### src/include/efs_defs.svh
// constants for the port frame statistics block
`ifndef EFS_DEFS_SVH
`define EFS_DEFS_SVH
`define EFS_CNT_W 32
`define EFS_LEN_W 14
`define EFS_COLL_W 5
`define EFS_EXCESS_COLL 5'h10
`define EFS_MULTI_MAX 5'h0f
`define EFS_BIN64 14'h0040
`define EFS_BIN127 14'h007f
`define EFS_BIN255 14'h00ff
`define EFS_BIN511 14'h01ff
`define EFS_BIN1023 14'h03ff
`define EFS_BIN1024 14'h0400
`define EFS_MAXLEN_RST 14'h05ee
`define EFS_NUM_BINS 6
`endif

### src/include/efs_pkg.sv
// types for the port frame statistics block
package efs_pkg;
	typedef logic [31:0] efs_cnt_t;
	typedef logic [13:0] efs_len_t;
	typedef enum {EFS_IDLE, EFS_UPDATE} efs_state_t;
	typedef struct packed {
		logic valid;
		logic isTx;
		efs_len_t len;
		logic [4:0] collCount;
		logic lateColl;
		logic carrierLost;
		logic underrun;
		logic deferred;
	} efs_evt_t;
endpackage : efs_pkg

### src/include/efs_inc_if.sv
// increment request bus between classifier and counter cells
`timescale 1ns/1ps
interface efs_inc_if;
	logic inc;
	logic [14:0] amount;
	modport src (output inc, output amount);
	modport dst (input inc, input amount);
endinterface : efs_inc_if

### src/rtl/efs_counter.sv
// one wrapping statistics counter cell
`timescale 1ns/1ps
`include "efs_defs.svh"
module efs_counter #(
	parameter int W = 32
) (
	// clock and reset
	input wire logic clk,
	input wire logic rst,
	// increment request
	efs_inc_if.dst req,
	// count value
	output logic [W-1:0] count
);
	import efs_pkg::*;
	typedef struct packed {
		logic [W-1:0] cnt;
	} efs_cell_t;
	efs_cell_t state_reg;
	efs_cell_t state_next;

	// add the requested amount once per request
	always_comb begin
		state_next = state_reg;
		if (req.inc) begin
			state_next.cnt = W'(state_reg.cnt + W'(req.amount)); // wraps
		end
	end

	// state register
	always_ff @(posedge clk or posedge rst) begin
		if (rst) begin
			state_reg <= '0;
		end else begin
			state_reg <= state_next;
		end
	end

	assign count = state_reg.cnt;
endmodule : efs_counter

### src/rtl/efs_port_stats.sv
// per-port frame statistics classifier and counters
//
// How it works
// - collision count also steps on half-duplex flow-control receive start
// - single-collision: good transmit, exactly one non-late collision
// - multiple-collision: good transmit, 2 to 15 non-late collisions
// - excessive: abandoned after 16 non-late collisions, no carrier loss
// - late collision frames counted whatever the earlier collision count
// - late collision excludes single, multiple and excessive counts; errors ignored
// - deferred: no collisions, no carrier loss or underrun, medium busy
// - carrier sense errors counted on transmit only
// - transmit octets add good transmit frame lengths
// - net octets add all bytes including partial and retried ones
// - size bins skip late, excessive and carrier-error frames other than 64 byte ones
// - 64 byte bin, including carrier-truncated transmit frames
// - 65 to 127 byte bin
// - 128 to 255 byte bin
// - 256 to 511 byte bin
// - 512 to 1023 byte bin
// - 1024 bin: receive up to max length, transmit unbounded
// - frame errors and overruns never block size binning
`timescale 1ns/1ps
`include "efs_defs.svh"
module efs_port_stats #(
	parameter int CW = `EFS_CNT_W
) (
	// clock and reset
	input wire logic clk,
	input wire logic rst,
	// configuration
	input wire logic [13:0] rxMaxLen,
	input wire logic halfDuplex,
	input wire logic flowCtrlActive,
	// frame completion report
	input wire efs_pkg::efs_evt_t evt,
	// receive start and collision octet reports
	input wire logic rxStart,
	input wire logic partialValid,
	input wire logic [13:0] partialLen,
	// counter values
	output logic [CW-1:0] collisions,
	output logic [CW-1:0] singleColl,
	output logic [CW-1:0] multiColl,
	output logic [CW-1:0] excessColl,
	output logic [CW-1:0] lateColl,
	output logic [CW-1:0] deferred,
	output logic [CW-1:0] carrierErr,
	output logic [CW-1:0] txOctets,
	output logic [CW-1:0] netOctets,
	output logic [CW-1:0] bin64,
	output logic [CW-1:0] bin127,
	output logic [CW-1:0] bin255,
	output logic [CW-1:0] bin511,
	output logic [CW-1:0] bin1023,
	output logic [CW-1:0] bin1024
);
	import efs_pkg::*;

	// -------------------------------------------------------------
	// registered frame event
	// -------------------------------------------------------------
	typedef struct packed {
		efs_state_t st;
		efs_evt_t ev;
		logic rxFc;
		logic partV;
		efs_len_t partLen;
		logic [13:0] maxLen;
	} efs_top_t;
	efs_top_t state_reg;
	efs_top_t state_next;

	// capture each report for one classification cycle
	always_comb begin
		state_next = state_reg;
		state_next.ev = evt;
		state_next.rxFc = rxStart & halfDuplex & flowCtrlActive;
		state_next.partV = partialValid;
		state_next.partLen = partialLen;
		state_next.maxLen = rxMaxLen;
		case (state_reg.st)
			EFS_IDLE: begin
				if (evt.valid) begin
					state_next.st = EFS_UPDATE;
				end
			end
			EFS_UPDATE: begin
				if (!evt.valid) begin
					state_next.st = EFS_IDLE;
				end
			end
			default: begin
				state_next.st = EFS_IDLE;
			end
		endcase
	end

	// state register
	always_ff @(posedge clk or posedge rst) begin
		if (rst) begin
			state_reg <= '0;
			state_reg.st <= EFS_IDLE;
		end else begin
			state_reg <= state_next;
		end
	end

	// -------------------------------------------------------------
	// classification
	// -------------------------------------------------------------
	logic ev;
	logic tx;
	logic clean;
	logic good;
	logic binOk;
	logic [4:0] nColl;
	logic [13:0] len;
	logic [`EFS_NUM_BINS-1:0] binHit;

	assign ev = state_reg.ev.valid;
	assign tx = state_reg.ev.isTx;
	assign nColl = state_reg.ev.collCount;
	assign len = state_reg.ev.len;
	// transmit with neither carrier loss nor underrun
	assign clean = ev & tx & ~state_reg.ev.carrierLost
		& ~state_reg.ev.underrun;
	assign good = clean & ~state_reg.ev.lateColl
		& (nColl < `EFS_EXCESS_COLL);
	// carrier error only matters on transmit; crc etc not inputs
	assign binOk = ev & ~(tx & state_reg.ev.lateColl)
		& ~(tx & nColl >= `EFS_EXCESS_COLL)
		& ~(tx & state_reg.ev.carrierLost & len != `EFS_BIN64);

	// size bin decode
	always_comb begin
		binHit = '0;
		binHit[0] = len == `EFS_BIN64;
		binHit[1] = len > `EFS_BIN64 && len <= `EFS_BIN127;
		binHit[2] = len > `EFS_BIN127 && len <= `EFS_BIN255;
		binHit[3] = len > `EFS_BIN255 && len <= `EFS_BIN511;
		binHit[4] = len > `EFS_BIN511 && len <= `EFS_BIN1023;
		binHit[5] = len >= `EFS_BIN1024
			&& (tx || len <= state_reg.maxLen);
	end

	// -------------------------------------------------------------
	// counter cells
	// -------------------------------------------------------------
	efs_inc_if cReq[15]();
	logic [CW-1:0] cVal [15];
	logic [14:0] netAdd;
	logic collTx;

	// net octets: frame bytes plus partial bytes before collisions
	always_comb begin
		netAdd = '0;
		if (ev) begin
			netAdd = {1'b0, len};
		end
		// two 14-bit lengths always fit in 15 bits
		if (state_reg.partV) begin
			netAdd = 15'(netAdd + {1'b0, state_reg.partLen});
		end
	end

	// a collided transmit and a flow-control receive start may coincide
	assign collTx = clean & (state_reg.ev.lateColl | nColl != 5'h00);
	assign cReq[0].inc = collTx | state_reg.rxFc;
	assign cReq[0].amount = {13'h0000, collTx & state_reg.rxFc,
		collTx ^ state_reg.rxFc};
	assign cReq[1].inc = clean & ~state_reg.ev.lateColl
		& nColl == 5'h01;
	assign cReq[1].amount = 15'h0001;
	assign cReq[2].inc = clean & ~state_reg.ev.lateColl & nColl >= 5'h02
		& nColl <= `EFS_MULTI_MAX;
	assign cReq[2].amount = 15'h0001;
	assign cReq[3].inc = clean & ~state_reg.ev.lateColl
		& nColl == `EFS_EXCESS_COLL;
	assign cReq[3].amount = 15'h0001;
	assign cReq[4].inc = ev & tx & state_reg.ev.lateColl;
	assign cReq[4].amount = 15'h0001;
	assign cReq[5].inc = clean & nColl == 5'h00 & ~state_reg.ev.lateColl
		& state_reg.ev.deferred;
	assign cReq[5].amount = 15'h0001;
	assign cReq[6].inc = ev & tx & state_reg.ev.carrierLost;
	assign cReq[6].amount = 15'h0001;
	assign cReq[7].inc = good;
	assign cReq[7].amount = {1'b0, len};
	assign cReq[8].inc = ev | state_reg.partV;
	assign cReq[8].amount = netAdd;

	// one bin request per size range
	genvar gi;
	generate
		for (gi = 0; gi < `EFS_NUM_BINS; gi++) begin : g_bin
			assign cReq[9+gi].inc = binOk & binHit[gi];
			assign cReq[9+gi].amount = 15'h0001;
		end
		for (gi = 0; gi < 15; gi++) begin : g_cnt
			efs_counter #(.W(CW)) u_cnt (
				.clk(clk),
				.rst(rst),
				.req(cReq[gi]),
				.count(cVal[gi])
			);
		end
	endgenerate

	// outputs straight from counter flip-flops
	assign collisions = cVal[0];
	assign singleColl = cVal[1];
	assign multiColl = cVal[2];
	assign excessColl = cVal[3];
	assign lateColl = cVal[4];
	assign deferred = cVal[5];
	assign carrierErr = cVal[6];
	assign txOctets = cVal[7];
	assign netOctets = cVal[8];
	assign bin64 = cVal[9];
	assign bin127 = cVal[10];
	assign bin255 = cVal[11];
	assign bin511 = cVal[12];
	assign bin1023 = cVal[13];
	assign bin1024 = cVal[14];

	// -------------------------------------------------------------
	// checks
	// -------------------------------------------------------------
	// collision, deferral and carrier counts two edges after the report; fc_coll_a and carrier_rx_a check requests one edge after
	single_step_a: assert property (@(posedge clk) disable iff (rst)
		(evt.valid & evt.isTx & ~evt.carrierLost & ~evt.underrun
		& ~evt.lateColl & evt.collCount == 5'h01)
		|=> ##1 singleColl == $past(singleColl) + 1)
		else $error("single collision count did not step");
	late_excl_a: assert property (@(posedge clk) disable iff (rst)
		cReq[4].inc |-> !(cReq[1].inc | cReq[2].inc | cReq[3].inc))
		else $error("late collision also counted elsewhere");
	multi_range_a: assert property (@(posedge clk) disable iff (rst)
		(evt.valid & evt.isTx & ~evt.carrierLost & ~evt.underrun
		& ~evt.lateColl & evt.collCount >= 5'h02 & evt.collCount <= 5'h0f)
		|=> ##1 multiColl == $past(multiColl) + 1)
		else $error("multiple collision count did not step");
	excess_step_a: assert property (@(posedge clk) disable iff (rst)
		(evt.valid & evt.isTx & ~evt.carrierLost & ~evt.underrun
		& ~evt.lateColl & evt.collCount == 5'h10)
		|=> ##1 excessColl == $past(excessColl) + 1)
		else $error("excessive count did not step");
	late_step_a: assert property (@(posedge clk) disable iff (rst)
		(evt.valid & evt.isTx & evt.lateColl)
		|=> ##1 lateColl == $past(lateColl) + 1)
		else $error("late collision count did not step");
	fc_coll_a: assert property (@(posedge clk) disable iff (rst)
		(rxStart & halfDuplex & flowCtrlActive) |=> cReq[0].inc)
		else $error("flow control receive start not counted");
	coll_both_a: assert property (@(posedge clk) disable iff (rst)
		(evt.valid & evt.isTx & ~evt.carrierLost & ~evt.underrun
		& evt.collCount != 5'h00 & rxStart & halfDuplex & flowCtrlActive)
		|=> ##1 collisions == $past(collisions) + 2)
		else $error("collision and receive start not both counted");
	defer_step_a: assert property (@(posedge clk) disable iff (rst)
		(evt.valid & evt.isTx & ~evt.carrierLost & ~evt.underrun
		& ~evt.lateColl & evt.collCount == 5'h00 & evt.deferred)
		|=> ##1 deferred == $past(deferred) + 1)
		else $error("deferred frame not counted");
	carrier_rx_a: assert property (@(posedge clk) disable iff (rst)
		(evt.valid & ~evt.isTx) |=> !cReq[6].inc)
		else $error("receive frame counted as carrier error");
	carrier_step_a: assert property (@(posedge clk) disable iff (rst)
		(evt.valid & evt.isTx & evt.carrierLost)
		|=> ##1 carrierErr == $past(carrierErr) + 1)
		else $error("carrier error count did not step");

	// octet counts
	tx_octets_a: assert property (@(posedge clk) disable iff (rst)
		(evt.valid & evt.isTx & ~evt.carrierLost & ~evt.underrun
		& ~evt.lateColl & evt.collCount < 5'h10)
		|=> ##1 txOctets == $past(txOctets) + $past(evt.len, 2))
		else $error("transmit octets did not accumulate");
	net_add_a: assert property (@(posedge clk) disable iff (rst)
		(evt.valid & partialValid) |=> ##1 netOctets
		== $past(netOctets) + $past(evt.len, 2) + $past(partialLen, 2))
		else $error("net octets missed frame or partial bytes");

	// size bins
	bin_one_a: assert property (@(posedge clk) disable iff (rst)
		$onehot0({cReq[9].inc, cReq[10].inc, cReq[11].inc,
		cReq[12].inc, cReq[13].inc, cReq[14].inc}))
		else $error("frame put in more than one bin");
	bin64_a: assert property (@(posedge clk) disable iff (rst)
		(evt.valid & evt.len == 14'h0040 & ~evt.lateColl
		& evt.collCount < 5'h10) |=> cReq[9].inc)
		else $error("64 byte frame not binned");
	bin_small_a: assert property (@(posedge clk) disable iff (rst)
		(evt.valid & ~evt.isTx & evt.len > 14'h0040 & evt.len < 14'h0080)
		|=> cReq[10].inc)
		else $error("65 to 127 byte frame not binned");
	bin_mid_a: assert property (@(posedge clk) disable iff (rst)
		(evt.valid & ~evt.isTx & evt.len > 14'h007f & evt.len < 14'h0100)
		|=> cReq[11].inc)
		else $error("128 to 255 byte frame not binned");
	bin_large_a: assert property (@(posedge clk) disable iff (rst)
		(evt.valid & ~evt.isTx & evt.len > 14'h00ff & evt.len < 14'h0200)
		|=> cReq[12].inc)
		else $error("256 to 511 byte frame not binned");
	bin_big_a: assert property (@(posedge clk) disable iff (rst)
		(evt.valid & ~evt.isTx & evt.len > 14'h01ff & evt.len < 14'h0400)
		|=> cReq[13].inc)
		else $error("512 to 1023 byte frame not binned");
	rx_max_a: assert property (@(posedge clk) disable iff (rst)
		(evt.valid & ~evt.isTx & evt.len > rxMaxLen) |=> !cReq[14].inc)
		else $error("oversize receive frame binned");
	tx_big_a: assert property (@(posedge clk) disable iff (rst)
		(evt.valid & evt.isTx & ~evt.carrierLost & ~evt.lateColl
		& evt.collCount < 5'h10 & evt.len >= 14'h0400)
		|=> ##1 bin1024 == $past(bin1024) + 1)
		else $error("long transmit frame not binned");
	carrier_bin_a: assert property (@(posedge clk) disable iff (rst)
		(evt.valid & evt.isTx & evt.carrierLost & evt.len != 14'h0040)
		|=> !(cReq[9].inc | cReq[10].inc | cReq[11].inc | cReq[12].inc
		| cReq[13].inc | cReq[14].inc))
		else $error("carrier error frame binned");
endmodule : efs_port_stats

### config.mk
export PLATFORM = sky130hd
export DESIGN_NAME = efs_port_stats
export DESIGN_NICKNAME = d
export VERILOG_FILES = /design/src/include/efs_pkg.sv /design/src/include/efs_inc_if.sv /design/src/rtl/efs_counter.sv /design/src/rtl/efs_port_stats.sv
export VERILOG_INCLUDE_DIRS = /design/src /design/src/include
export SDC_FILE = /design/constraint.sdc
export NUM_CORES = 1
export LEC_CHECK = 0
export BUFFER_PORTS_ARGS = -buffer_cell sky130_fd_sc_hd__buf_2
export CAP_MARGIN = 25
export CORE_AREA = 2 2 208 210
export CTS_CLUSTER_DIAMETER = 100
export DETAILED_ROUTE_END_ITERATION = 8
export DIE_AREA = 0 0 210 212
export PLACE_DENSITY = 0.85
export SLEW_MARGIN = 20
export SYNTH_ARGS = -nofsm -noshare
export SYNTH_HDL_FRONTEND = slang
export SYNTH_SLANG_ARGS = --single-unit
### constraint.sdc
create_clock -name clk -period 29.7 [get_ports clk]
set_clock_uncertainty 0.1 [all_clocks]
set_input_delay 5.94 -clock clk [delete_from_list [all_inputs] [get_ports clk]]
set_output_delay 5.94 -clock clk [all_outputs]
set_load 0.01 [all_outputs]
==> results.md <==
- Input and output buffers added on the ports amount to 538.
- The internal power contribution is 1.29 mW.
- The remaining global-route overflow is 0.
- The worst IR drop on VDD is 0.0658 mV.
- Of the cells placed in the final design, the portion with a size suffix greater than 1 is 23.9%.
- The count of vias placed by the detailed router is 19,100.
- The first detailed-routing pass took 5 iterations.
- The count of flip-flops with a built-in enable after synthesis is 0.
- The floorplan has 76 rows.
- The routed length on met1 is 24.7 mm.
- At the placement stage, the worst setup path has a slack of 20,950 ps.
- The post-synth net total is 2,385.
- The number of clock buffers inserted by TritonCTS is 54.
- The cell at the slowest stage of the critical path is buf_4.
- The number of buffers and inverters on the critical path is 4.
- The kind of launch point of the worst setup path is an input pin.
- The detail route stage leaves a number of antenna-violating nets equal to 0.
- Routability-driven placement finished with a final weighted congestion of 0.881.
- The root buffer cell chosen for the clock tree is clkbuf_16.
- Wires add up to 63.9 mm.
- Per report_power, the combinational group accounts for 16.1% of the total.
- The transition at the pin with the smallest max-transition slack is 1010 ps.
- The vertical extent of the die is 212 um.
- For the final routed database, the setup TNS stands at 0 ps.
- The minimum clock period after layout is 8030 ps.
- The topmost layer with routed signal wires is met5.
- In the final routed layout, each cell accounts on average for 18.7 um.
- The flow ran to the end, and the final reports show no timing, DRC or antenna violations.
- The analysis attributes to net switching a power of 0.492 mW.
- CTS built an H-tree with a depth of 2.
- In this run the cell area of the synthesized design comes to 0.0246 mm2.
- The worst slew margin relative to its limit is 32.5%.
- In the synthesized netlist, mux cells make up 0.886% of the area.
- Sequential cells burn 45.5% of the power.
- STA classifies the critical path endpoint as an asynchronous set/reset pin.
- The buffer count from post-CTS setup fixing is 0.
- The post-route clock period utilization is 27.0%.
- The number of non-filler instances in the completed layout is 3,419.
- During I/O placement, the number of pins put on the boundary was 539.
- After synthesis, the largest family of logic cells by area is simple AND/OR/NAND/NOR gates.
- The core region is 0.0425 mm2.
- After Yosys synthesis, XOR and XNOR cells account for 16.8% of the synthesized area.
- The final count of pins violating max slew is 0.
- The violation count after the first detailed-routing iteration is 1,261.
- The synthesized netlist contains 81 unique library cells.
- The hold violation total from the final report is 0.
- Entering global routing, the biggest net connects 179 pins.
- The detailed-routed wire length on met2 is 31.6 mm.
- The tool flagged a number of max-cap violations equal to 0.
- Timing would allow up to 125 MHz.
- The via count of the first global-routing pass is 19,200.
- The first global-routing pass estimated 101 mm of wire.
- The flip-flop and latch count after synthesis is 535.
- After detailed routing, the number of vias per cell comes to 5.58.
- After synthesis, the cell types taking the most area are dfrtp_1 (54%), xnor2_1 (12%), xor2_1 (5.2%).
- Of the total synthesized cell area, the portion taken by full adders, half adders and majority gates is 3.92%.
- The number of sinks on the clock net is 535.
- In the synthesized netlist the dominant register cell turns out to be dfrtp_1.
- The die covers 0.0445 mm2.
- The share of the yosys chip area belonging to registers is 54.5%.
- The share of async-settable or async-resettable flops after synthesis is 100%.
- The biggest area consumer among synthesized cells is dfrtp_1.
- Setup violations remaining at the end of the flow were counted as 0.
- The cell total after placement is 3,313.
- Averaged over all synthesized cells, the footprint is 10.9 um2.
- The delay contributed by the slowest stage of the critical path is 830 ps.
- The combined global-route utilization of all metal layers is 28.4%.
- The worst hold-check path type is reg -> reg.
- The final net count is 2,956.
- The class of the most critical setup path is in -> async.
- Summed over all cells, the static leakage comes to 15.5 nW.
- Walking the worst path, the cells encountered are buf_2 -> inv_8 -> buf_12 -> buf_4.
- The amount of wire on met3 after detailed routing is 4.34 mm.
- The post-synthesis share of cell area spent on and, or, nand and nor gates is 17.4%.
- The hold buffer count at CTS is 0.
- The clock tree from TritonCTS is yes.
- The post-cts gate resize count is 0.
- The number of standard cells after synthesis is 2,253.
- After legalization and detailed placement, the total HPWL measured 47.2 mm.
- The switching part of the total is 27.5%.
- The worst setup slack after layout is 21,670 ps.
- The commonest cells after synthesis are dfrtp_1 (535), xnor2_1 (323), nand2_1 (264).
- Setup repair after global routing left no endpoint under its margin.
- The width of the die is 210 um.
- The clock insertion delay at the later pin of the skew report is 590 ps.
- The starting density of the core is 57.8%.
- The clock network burns 38.4% of the power.
- The register with the most flip-flops in the layout has 480 of them.
- The area growth from synthesis to layout is 21.0%.
- The share of synthesized area in the top cell type comes to 54.5%.
- The synthesized netlist devotes 4.77% of its cell area to compound gates.
- The data arrival time at the worst-slack endpoint is 8530 ps.
- For the worst setup path, the data required time is 30,200 ps.
- The number of design rule violations left after detail routing is 0.
- The critical path's top delay family is buffers and inverters.
- The maximum fanout count along the critical path is 178.
- The most repeated cell in the gate-level netlist after synthesis is dfrtp_1.
- The clock passes through at most 3 buffers.
- The clock transition at the registers of the reported paths is 60 ps.
- Yosys printed 0 warnings.
- The initial antenna violation count is 11.
- The ratio of total power to cell area is 60.1 mW/mm2.
[metrics by stage]
stage	utilization (%)	cell area (um2)	hold WS, ps	total power, mW
after global routing	69.9	29700	386	1.86
after floorplan	-	24600	404	1.01
after detailed placement	65.6	27900	355	1.11
after global placement	65.6	27900	351	1.09
after CTS	69.8	29700	365	1.80
final	69.9	29700	365	1.78
[placed cells by master (no fill, tap or decap), drive strengths merged, types with 8 or more instances in the layout]
master / netlist / layout
mux2: 19 / 19
a21o: 18 / 18
ha: 69 / 69
dfrtp: 535 / 535
nor2: 179 / 179
clkinv: 0 / 10
or2: 11 / 11
a21boi: 14 / 14
buf: 12 / 546
a21oi: 50 / 50
diode: 0 / 8
nand4: 77 / 77
and3: 72 / 72
o21ai: 26 / 26
xnor2: 323 / 323
inv: 81 / 82
xor2: 147 / 147
nor4: 14 / 14
nor3: 29 / 29
clkbuf: 19 / 83
and2: 14 / 14
nand3: 160 / 160
nand2: 264 / 264
and4: 25 / 25
[cells by family (layout without fill, tap and decap cells)]
group	after synthesis	after routing
AND/OR/NAND/NOR	874	874
flip-flops	535	535
XOR/XNOR	470	470
AO/OA/AOI/OAI	168	168
buffers and inverters	112	724
adder cells (fa/ha/maj)	75	75
multiplexers	19	19
other	0	8
[area by class of cell]
class                      count  area (um2)
inverter                      81         312
clock buffer                  83        1650
multi-input combinational   1606       10700
sequential                   535       13400
clock inverter                14         153
antenna                        8        20.0
timing repair buffer         546        2780
tap                          546         683
fill                        2994       12800
[final timing paths]
| kind | start | slack [ps] | cells past startpoint | endpoint |
|---|---|---|---|---|
| worst max-delay path | rst | 21670 | 4 | len[3] |
| worst min-delay path | g_cnt[2].u_cnt.count[31] | 370 | 1 | g_cnt[2].u_cnt.count[31] |
| worst max register to register | ev | 23130 | 20 | g_cnt[8].u_cnt.count[29] |
| worst min register to register | g_cnt[2].u_cnt.count[31] | 370 | 1 | g_cnt[2].u_cnt.count[31] |
| max in group clk | g_cnt[5].u_cnt.count[0] | 22400 | 1 | deferred[0] |
| min in group asynchronous | rst | 5460 | 2 | g_cnt[14].u_cnt.count[23] |
[power groups by stage]
stage	Combinational, mW	Clock, mW	Sequential, mW
2_1_floorplan	0.176	0	0.830
3_3_place_gp	0.271	0	0.821
3_5_place_dp	0.283	0	0.824
4_1_cts	0.287	0.698	0.811
5_1_grt	0.319	0.725	0.818
6_report	0.287	0.686	0.812
[per-layer routing]
metal | GRT usage [%] | vias up
met5 | 0 | -
met4 | 13.5 | 6
met3 | 7.10 | 182
met2 | 48.1 | 661
met1 | 34.2 | 9433
li1 | - | 8801
Power figures use the tool's default switching activity.
